===== src/dic_consts.vh =====
// Contract
// - Polarity 0 NO energized reads 1, NC reads 0
// - Above activation threshold energizes input; 0.1 V steps
// - Below release threshold de-energizes; default 60 V
// - Zero-to-one change waits activation delay, ms steps
// - One-to-zero change waits drop-off delay, ms steps
// - AC mode adds 30 ms deactivation delay
// - AC mode release threshold is activation/10
// - 32-bit counter counts qualified rising changes
// - Clear command zeroes counter, reads back 0
// - Every setting held separately per channel
// - Channel voltage reported in millivolts
// - Five relay outputs updated once per scan
// - Inputs sampled once per 5 ms scan
// - Eight input channels, each own settings
`ifndef DIC_CONSTS_VH
`define DIC_CONSTS_VH

`define DIC_NUM_CH          8
`define DIC_NUM_RELAY       5
`define DIC_VOLT_W          19
`define DIC_TH_W            12
`define DIC_DLY_W           21
`define DIC_TMR_W           22
`define DIC_CNT_W           32

`define DIC_CLK_PERIOD_NS   8
`define DIC_MS_NS           1000000
`define DIC_SCAN_MS         5
`define DIC_AC_EXTRA_MS     30
`define DIC_MV_PER_STEP     100
`define DIC_AC_DIV          10

`define DIC_ACT_TH_RST      12'h320
`define DIC_REL_TH_RST      12'h258
`define DIC_DLY_RST         21'h000000

`define DIC_REG_STATUS      12'h000
`define DIC_REG_RELAY_CTL   12'h004
`define DIC_REG_RELAY_STATE 12'h008
`define DIC_CH_BASE_HI      4'h1
`define DIC_CH_CFG          3'h0
`define DIC_CH_ACT_TH       3'h1
`define DIC_CH_REL_TH       3'h2
`define DIC_CH_ACT_DLY      3'h3
`define DIC_CH_DROP_DLY     3'h4
`define DIC_CH_COUNT        3'h5
`define DIC_CH_VOLT         3'h6

`define DIC_CFG_POL_BIT     0
`define DIC_CFG_AC_BIT      1
`define DIC_CFG_CLR_BIT     2

`endif


===== src/dic_top.v =====
// The implementer's own choices: the register offsets and the APB slave port.
`include "dic_consts.vh"

module dic_top #(
	parameter MS_CYCLES = `DIC_MS_NS / `DIC_CLK_PERIOD_NS
) (
	input  wire                                pclk,
	input  wire                                presetn,
	input  wire                                ce,
	input  wire                                psel,
	input  wire                                penable,
	input  wire                                pwrite,
	input  wire [11:0]                         paddr,
	input  wire [31:0]                         pwdata,
	output reg  [31:0]                         prdata,
	output reg                                 pready,
	output reg                                 pslverr,
	input  wire [`DIC_NUM_CH*`DIC_VOLT_W-1:0]  input_channel_volt,
	output reg  [`DIC_NUM_CH-1:0]              input_channel_state,
	output reg  [`DIC_NUM_RELAY-1:0]           relay_output
);

	localparam MS_W = 17;
	localparam integer MS_LAST_I = (MS_CYCLES > 1) ? MS_CYCLES - 1 : 0;
	localparam [MS_W-1:0] MS_LAST = MS_LAST_I[MS_W-1:0];

	reg  [MS_W-1:0]               ms_cnt;
	reg                           ms_tick;
	reg  [2:0]                    scan_cnt;
	reg                           scan_tick;
	reg  [`DIC_NUM_RELAY-1:0]     relay_ctl;

	reg  [`DIC_NUM_CH-1:0]        pol;
	reg  [`DIC_NUM_CH-1:0]        ac_en;
	reg  [`DIC_NUM_CH-1:0]        clr;
	reg  [`DIC_TH_W-1:0]          act_th   [0:`DIC_NUM_CH-1];
	reg  [`DIC_TH_W-1:0]          rel_th   [0:`DIC_NUM_CH-1];
	reg  [`DIC_DLY_W-1:0]         act_dly  [0:`DIC_NUM_CH-1];
	reg  [`DIC_DLY_W-1:0]         drop_dly [0:`DIC_NUM_CH-1];
	reg  [`DIC_VOLT_W-1:0]        volt_now [0:`DIC_NUM_CH-1];
	wire [`DIC_CNT_W-1:0]         count    [0:`DIC_NUM_CH-1];
	wire [`DIC_NUM_CH-1:0]        qual;

	wire                          access;
	wire                          wr_en;
	wire                          ch_hit;
	wire [2:0]                    ch_sel;
	wire [2:0]                    ch_reg;
	reg  [31:0]                   next_prdata;
	reg                           next_pslverr;

	// Slave inserts one wait state so read data comes straight from a flop
	assign access = psel & penable & ~pready;
	assign wr_en  = psel & penable & pready & pwrite & ~pslverr;
	assign ch_hit = (paddr[11:8] == `DIC_CH_BASE_HI) && (paddr[4:2] <= `DIC_CH_VOLT);
	assign ch_sel = paddr[7:5];
	assign ch_reg = paddr[4:2];

	// Millisecond base and scan divider
	always @(posedge pclk or negedge presetn) begin
		if (!presetn) begin
			ms_cnt    <= {MS_W{1'b0}};
			ms_tick   <= 1'b0;
			scan_cnt  <= 3'h0;
			scan_tick <= 1'b0;
		end else if (ce) begin
			ms_tick   <= 1'b0;
			scan_tick <= 1'b0;
			if (ms_cnt >= MS_LAST) begin
				ms_cnt  <= {MS_W{1'b0}};
				ms_tick <= 1'b1;
				if (scan_cnt == `DIC_SCAN_MS - 1) begin
					scan_cnt  <= 3'h0;
					scan_tick <= 1'b1;
				end else begin
					scan_cnt <= scan_cnt + 1'b1;
				end
			end else begin
				ms_cnt <= ms_cnt + 1'b1;
			end
		end
	end

	// Scan-synchronous snapshots: input states and relay contacts
	always @(posedge pclk or negedge presetn) begin
		if (!presetn) begin
			input_channel_state <= {`DIC_NUM_CH{1'b0}};
			relay_output        <= {`DIC_NUM_RELAY{1'b0}};
		end else if (ce && scan_tick) begin
			input_channel_state <= qual;
			relay_output        <= relay_ctl;
		end
	end

	genvar g;
	generate
		for (g = 0; g < `DIC_NUM_CH; g = g + 1) begin : g_ch
			wire sel_w = wr_en && ch_hit && (ch_sel == g);

			always @(posedge pclk or negedge presetn) begin
				if (!presetn) begin
					pol[g]      <= 1'b0;
					ac_en[g]    <= 1'b0;
					clr[g]      <= 1'b0;
					act_th[g]   <= `DIC_ACT_TH_RST;
					rel_th[g]   <= `DIC_REL_TH_RST;
					act_dly[g]  <= `DIC_DLY_RST;
					drop_dly[g] <= `DIC_DLY_RST;
					volt_now[g] <= {`DIC_VOLT_W{1'b0}};
				end else if (ce) begin
					clr[g] <= 1'b0;
					if (scan_tick)
						volt_now[g] <= input_channel_volt[g*`DIC_VOLT_W +: `DIC_VOLT_W];
					if (sel_w) begin
						case (ch_reg)
							`DIC_CH_CFG: begin
								pol[g]   <= pwdata[`DIC_CFG_POL_BIT];
								ac_en[g] <= pwdata[`DIC_CFG_AC_BIT];
								clr[g]   <= pwdata[`DIC_CFG_CLR_BIT];
							end
							`DIC_CH_ACT_TH:   act_th[g]   <= pwdata[`DIC_TH_W-1:0];
							`DIC_CH_REL_TH:   rel_th[g]   <= pwdata[`DIC_TH_W-1:0];
							`DIC_CH_ACT_DLY:  act_dly[g]  <= pwdata[`DIC_DLY_W-1:0];
							`DIC_CH_DROP_DLY: drop_dly[g] <= pwdata[`DIC_DLY_W-1:0];
							default: ;
						endcase
					end
				end
			end

			dic_chan u_chan (
				.pclk      (pclk),
				.presetn   (presetn),
				.ce        (ce),
				.scan_tick (scan_tick),
				.ms_tick   (ms_tick),
				.volt_mv   (input_channel_volt[g*`DIC_VOLT_W +: `DIC_VOLT_W]),
				.pol       (pol[g]),
				.ac_en     (ac_en[g]),
				.act_th    (act_th[g]),
				.rel_th    (rel_th[g]),
				.act_dly   (act_dly[g]),
				.drop_dly  (drop_dly[g]),
				.clr       (clr[g]),
				.qual      (qual[g]),
				.count     (count[g])
			);
		end
	endgenerate

	// Relay command register
	always @(posedge pclk or negedge presetn) begin
		if (!presetn)
			relay_ctl <= {`DIC_NUM_RELAY{1'b0}};
		else if (ce && wr_en && paddr == `DIC_REG_RELAY_CTL)
			relay_ctl <= pwdata[`DIC_NUM_RELAY-1:0];
	end

	// Read mux and decode error
	always @* begin
		next_prdata  = 32'h00000000;
		next_pslverr = 1'b0;
		if (ch_hit) begin
			case (ch_reg)
				`DIC_CH_CFG:      next_prdata = {30'h00000000, ac_en[ch_sel], pol[ch_sel]};
				`DIC_CH_ACT_TH:   next_prdata = {20'h00000, act_th[ch_sel]};
				`DIC_CH_REL_TH:   next_prdata = {20'h00000, rel_th[ch_sel]};
				`DIC_CH_ACT_DLY:  next_prdata = {11'h000, act_dly[ch_sel]};
				`DIC_CH_DROP_DLY: next_prdata = {11'h000, drop_dly[ch_sel]};
				`DIC_CH_COUNT:    next_prdata = count[ch_sel];
				`DIC_CH_VOLT:     next_prdata = {13'h0000, volt_now[ch_sel]};
				default:          next_prdata = 32'h00000000;
			endcase
		end else begin
			case (paddr)
				`DIC_REG_STATUS:      next_prdata = {24'h000000, input_channel_state};
				`DIC_REG_RELAY_CTL:   next_prdata = {27'h0000000, relay_ctl};
				`DIC_REG_RELAY_STATE: next_prdata = {27'h0000000, relay_output};
				default:              next_pslverr = 1'b1;
			endcase
		end
		if (paddr[1:0] != 2'h0)
			next_pslverr = 1'b1;
	end

	always @(posedge pclk or negedge presetn) begin
		if (!presetn) begin
			pready  <= 1'b0;
			pslverr <= 1'b0;
			prdata  <= 32'h00000000;
		end else if (ce) begin
			pready  <= access;
			pslverr <= access & next_pslverr;
			if (access && !pwrite)
				prdata <= next_pslverr ? 32'h00000000 : next_prdata;
		end
	end

endmodule


===== src/dic_chan.v =====
`include "dic_consts.vh"

module dic_chan (
	input  wire                      pclk,
	input  wire                      presetn,
	input  wire                      ce,
	input  wire                      scan_tick,
	input  wire                      ms_tick,
	input  wire [`DIC_VOLT_W-1:0]    volt_mv,
	input  wire                      pol,
	input  wire                      ac_en,
	input  wire [`DIC_TH_W-1:0]      act_th,
	input  wire [`DIC_TH_W-1:0]      rel_th,
	input  wire [`DIC_DLY_W-1:0]     act_dly,
	input  wire [`DIC_DLY_W-1:0]     drop_dly,
	input  wire                      clr,
	output reg                       qual,
	output reg  [`DIC_CNT_W-1:0]     count
);

	reg                    energized;
	reg  [`DIC_TMR_W-1:0]  tmr;
	wire [31:0]            act_full;
	wire [31:0]            rel_full;
	wire [31:0]            need_full;
	wire [`DIC_VOLT_W-1:0] act_mv;
	wire [`DIC_VOLT_W-1:0] rel_mv;
	wire [`DIC_TMR_W-1:0]  need;
	wire                   raw;
	wire                   expired;

	// Products are formed wide, then cut: the largest setting still fits in mV
	assign act_full = act_th * `DIC_MV_PER_STEP;
	// In AC mode the release point is a tenth of activation, in mV directly
	assign rel_full = ac_en ? act_th * (`DIC_MV_PER_STEP / `DIC_AC_DIV)
	                        : rel_th * `DIC_MV_PER_STEP;
	assign act_mv = act_full[`DIC_VOLT_W-1:0];
	assign rel_mv = rel_full[`DIC_VOLT_W-1:0];
	assign raw = energized ^ pol;
	assign need_full = qual ? (drop_dly + (ac_en ? `DIC_AC_EXTRA_MS : 0))
	                        : act_dly;
	assign need = need_full[`DIC_TMR_W-1:0];
	assign expired = (tmr >= need);

	always @(posedge pclk or negedge presetn) begin
		if (!presetn) begin
			energized <= 1'b0;
			tmr       <= {`DIC_TMR_W{1'b0}};
			qual      <= 1'b0;
			count     <= {`DIC_CNT_W{1'b0}};
		end else if (ce) begin
			if (scan_tick) begin
				if (volt_mv > act_mv)
					energized <= 1'b1;
				else if (volt_mv < rel_mv)
					energized <= 1'b0;
			end
			if (raw == qual)
				tmr <= {`DIC_TMR_W{1'b0}};
			else if (expired) begin
				qual <= raw;
				tmr  <= {`DIC_TMR_W{1'b0}};
			end else if (ms_tick)
				tmr <= tmr + 1'b1;
			// Increment after a clear in the same cycle so no edge is lost
			if (raw != qual && expired && raw)
				count <= (clr ? {`DIC_CNT_W{1'b0}} : count) + 1'b1;
			else if (clr)
				count <= {`DIC_CNT_W{1'b0}};
		end
	end

endmodule


===== config.mk =====
export PLATFORM = sky130hd
export DESIGN_NAME = dic_top
export DESIGN_NICKNAME = d
export VERILOG_FILES = /design/src/dic_top.v /design/src/dic_chan.v
export VERILOG_INCLUDE_DIRS = /design/src
export SDC_FILE = /design/constraint.sdc
export NUM_CORES = 2
export LEC_CHECK = 0
export ABC_CLOCK_PERIOD_IN_PS = 6700
export CORE_MARGIN = 1
export CORE_UTILIZATION = 55
export DETAILED_ROUTE_END_ITERATION = 16
export DONT_BUFFER_PORTS = 1
export PLACE_DENSITY = 0.7
export SLEW_MARGIN = 20
export SYNTH_ARGS = -nofsm -noshare
export SYNTH_HDL_FRONTEND = slang
export SYNTH_SLANG_ARGS = --single-unit

===== constraint.sdc =====
create_clock -name pclk -period 6.7 [get_ports pclk]
set_input_delay 1.34 -clock pclk [delete_from_list [all_inputs] [get_ports pclk]]
set_output_delay 1.34 -clock pclk [all_outputs]
set_load 0.02 [all_outputs]

==> impl_metrics.ini <==
[status]
status = finished clean

[cells_and_area]
syn2layout_area_growth_pct = 7.02
layout-drive-gt1-share_pct = 14.5
layout_common_cells = ha_1 (1306), dfrtp_1 (1170), nand2_1 (775)
final_common_cell = ha_1
stdcell_count = 12200
seq_area_um2 = 30700
utilization_pct = 59.3
fill_cells = 15100
nNetsFinal = 11300
multi_input_area_um2 = 64300

[worst_hold_path]
hold_path.class = reg2reg
holdPathStages = 1

[logic_synthesis]
syn_avg_cell_area_um2 = 10.1
syn_inst = 9850
synth_cell_types = 101
yosysTopAreaCell = dfrtp_1
yosys-top-cells-area = dfrtp_1 (30%), ha_1 (16%), mux2_2 (8.3%), mux4_2 (5.4%), xor2_1 (3.0%)
synth.ff_latch_count = 1226
synth_edf_count = 0
syn_area_um2 = 99100
synthArstFlopShare_pct = 100
synth_top_area_share_pct = 29.5
synth_ff_type = dfrtp_1
yosysWarningCount = 0
syn_nets = 11500
ys_seq_area_share_pct = 31.0

[power_and_ir_drop]
power_density_nw_per_um2 = 182
peakVddDrop_uv = 173
p_leak_nw = 51.8

[detailed_routing]
vias_per_cell = 6.50
drtIter0Drc = 7238
antenna_left = 0
vias = 79200
wire_per_inst_um = 26.8
drt-total-wl_um = 326000
drt_pass1_iterations = 7
drc = 0

[cts]
clock_path_buffers = 3
clkSlewWorstSetupHoldPaths_ns = 0.06
cts_setup_buffers = 0
clock-sinks = 1226
cts_hold_buf = 0
h-tree-depth = 4
cts_buffers = 142
tritoncts = built
clk_latency_ns = 0.83
cts_resized = 0
root_buffer = clkbuf_16

[grt]
grt_usage_pct = 35.9
grt_pass1_wl_um = 490000
first_global_vias = 77700
antenna_found_initial = 24
grt_max_degree = 247
grt.overflow.total = 0

[die]
start_util_pct = 55.4
die_w_um = 427
rows = 155
io_pins = 249
dieArea_um2 = 182000
die_y_um = 427
core_area_um2 = 179000

[worst_setup_path]
setup.worst_path.class = reg2reg
critPathMaxFanout = 32
required_ns = 7.43
path_cells = buf_4 > ha_1 > a21o_1 > a21oi_1 > nor3_1 > nand2_1 > xor2_1 > nand2_1 > o21ai_0 > ha_1 > a211oi_1 > o21ai_0 > a211oi_1 > o41a_1 > o21ai_1 > and2_1 > nor2_1
slowest_stage = nor3_1
reg2reg_depth = 17
critPathCaptureType = register
crit_path_start_kind = register
cp_slowest_stage_delay_ns = 0.70
crit_arrival_ns = 6.24

[placed_design]
place.gp.congestion = 0.996
post-place-cells = 11900
place_ws_ns = 1.41
dp_hpwl_um = 246000
io_buffer_count = 0

[sta]
period_share_pct = 82.3
layout_setup_ws_ns = 1.19
hold_violations = 0
rsz0062_at_grt = no
worst_pin_slew_ns = 1.30
slew_headroom_pct = 13.3
fin_worst_skew_ns = 0.0334
fmax_mhz = 181
setup_viol = 0
period_needed_ns = 5.51
setup_tns_ns = 0
holdWs_ns = 0.499
final_max_slew_viol_count = 0

[run]
max_cap_viol_count = 0
[Yosys cell counts (all sizes together) (202+ instances only)]
master and n:
nor2 562, mux4 238, nand3 265, inv 662, o21ai 401, xnor2 297
mux2i 217, xor2 344, mux2 727, nor3 237, a21oi 325, ha 1306
nand2 776, nand4 202, dfrtp 1170, clkbuf 243
[final timing paths]
check | start | endpoint | slack (ns)
min in group asynchronous | presetn | g_ch[2].u_chan.count[8] | 0.52
max in group asynchronous | presetn | act_dly[53] | 4.62
min reg2reg | clr[5] | g_ch[5].u_chan.count[16] | 0.50
max reg2reg | ac_en[3] | g_ch[3].u_chan.tmr[5] | 1.19
max | ac_en[3] | g_ch[3].u_chan.tmr[5] | 1.19
min | clr[5] | g_ch[5].u_chan.count[16] | 0.50
[logic make-up (layout without fill, tap and decap cells)]
family / Yosys count / in the layout / share of synthesized area (%)
other cells: 0 / 5 / 0
compound gates: 1567 / 1567 / 10.5
flops: 1226 / 1226 / 31.0
simple gates: 2744 / 2744 / 13.7
fa+ha+maj: 1434 / 1434 / 19.1
xor+xnor: 641 / 641 / 5.66
buf+inv: 1056 / 1021 / 4.19
mux: 1182 / 1182 / 15.9
[stage by stage]
| step | area, µm² | power (W) |
|---|---|---|
| 2_1_floorplan | 99100 | 0.0101 |
| 3_3_place_gp | 101000 | 0.0112 |
| 3_5_place_dp | 101000 | 0.0113 |
| 4_1_cts | 106000 | 0.0193 |
| 5_1_grt | 106000 | 0.0199 |
| 6_report | 106000 | 0.0193 |
[area by class of cell]
type | instances | area share, %
Clock buffer | 209 | 3.83
Clock inverter | 50 | 0.632
Inverter | 667 | 2.36
Multi-Input combinational cell | 7568 | 60.6
Tap cell | 2355 | 2.78
Timing Repair Buffer | 95 | 0.762
Antenna cell | 5 | 0.0118
Sequential cell | 1226 | 29.0
[report_power, final]
group / internal, W / switching [W]
clock network: 0.00457 / 0.00348
registers: 0.00761 / 0.000413
logic: 0.00112 / 0.00208
total: 0.0133 / 0.00598
[sequential cells by signal, summed over array words and instances, names as in the netlist, 17 cells and up]
| register | flops |
|---|---|
| g_ch.u_chan.count | 256 |
| g_ch.u_chan.tmr | 176 |
| act_dly | 168 |
| drop_dly | 168 |
| volt_now | 152 |
| act_th | 96 |
| rel_th | 96 |
| prdata | 32 |
| ms_cnt | 17 |
[routing by layer]
layer	routed length, µm	GRT usage (%)	up-vias
li1	-	-	35500
met1	127000	44.6	39600
met2	147000	56.1	3161
met3	26300	7.44	906
met4	26000	24.3	14
met5	96	0	-
[worst max-delay path, delay by kind of cell (launching register included)]
family	cells	cell delay (ns)
buf+inv	1	0.25
fa+ha+maj	2	0.72
compound gates	8	2.27
flops	1	0.38
xor+xnor	1	0.18
simple gates	5	1.61
(Power assumes the default switching activity.)
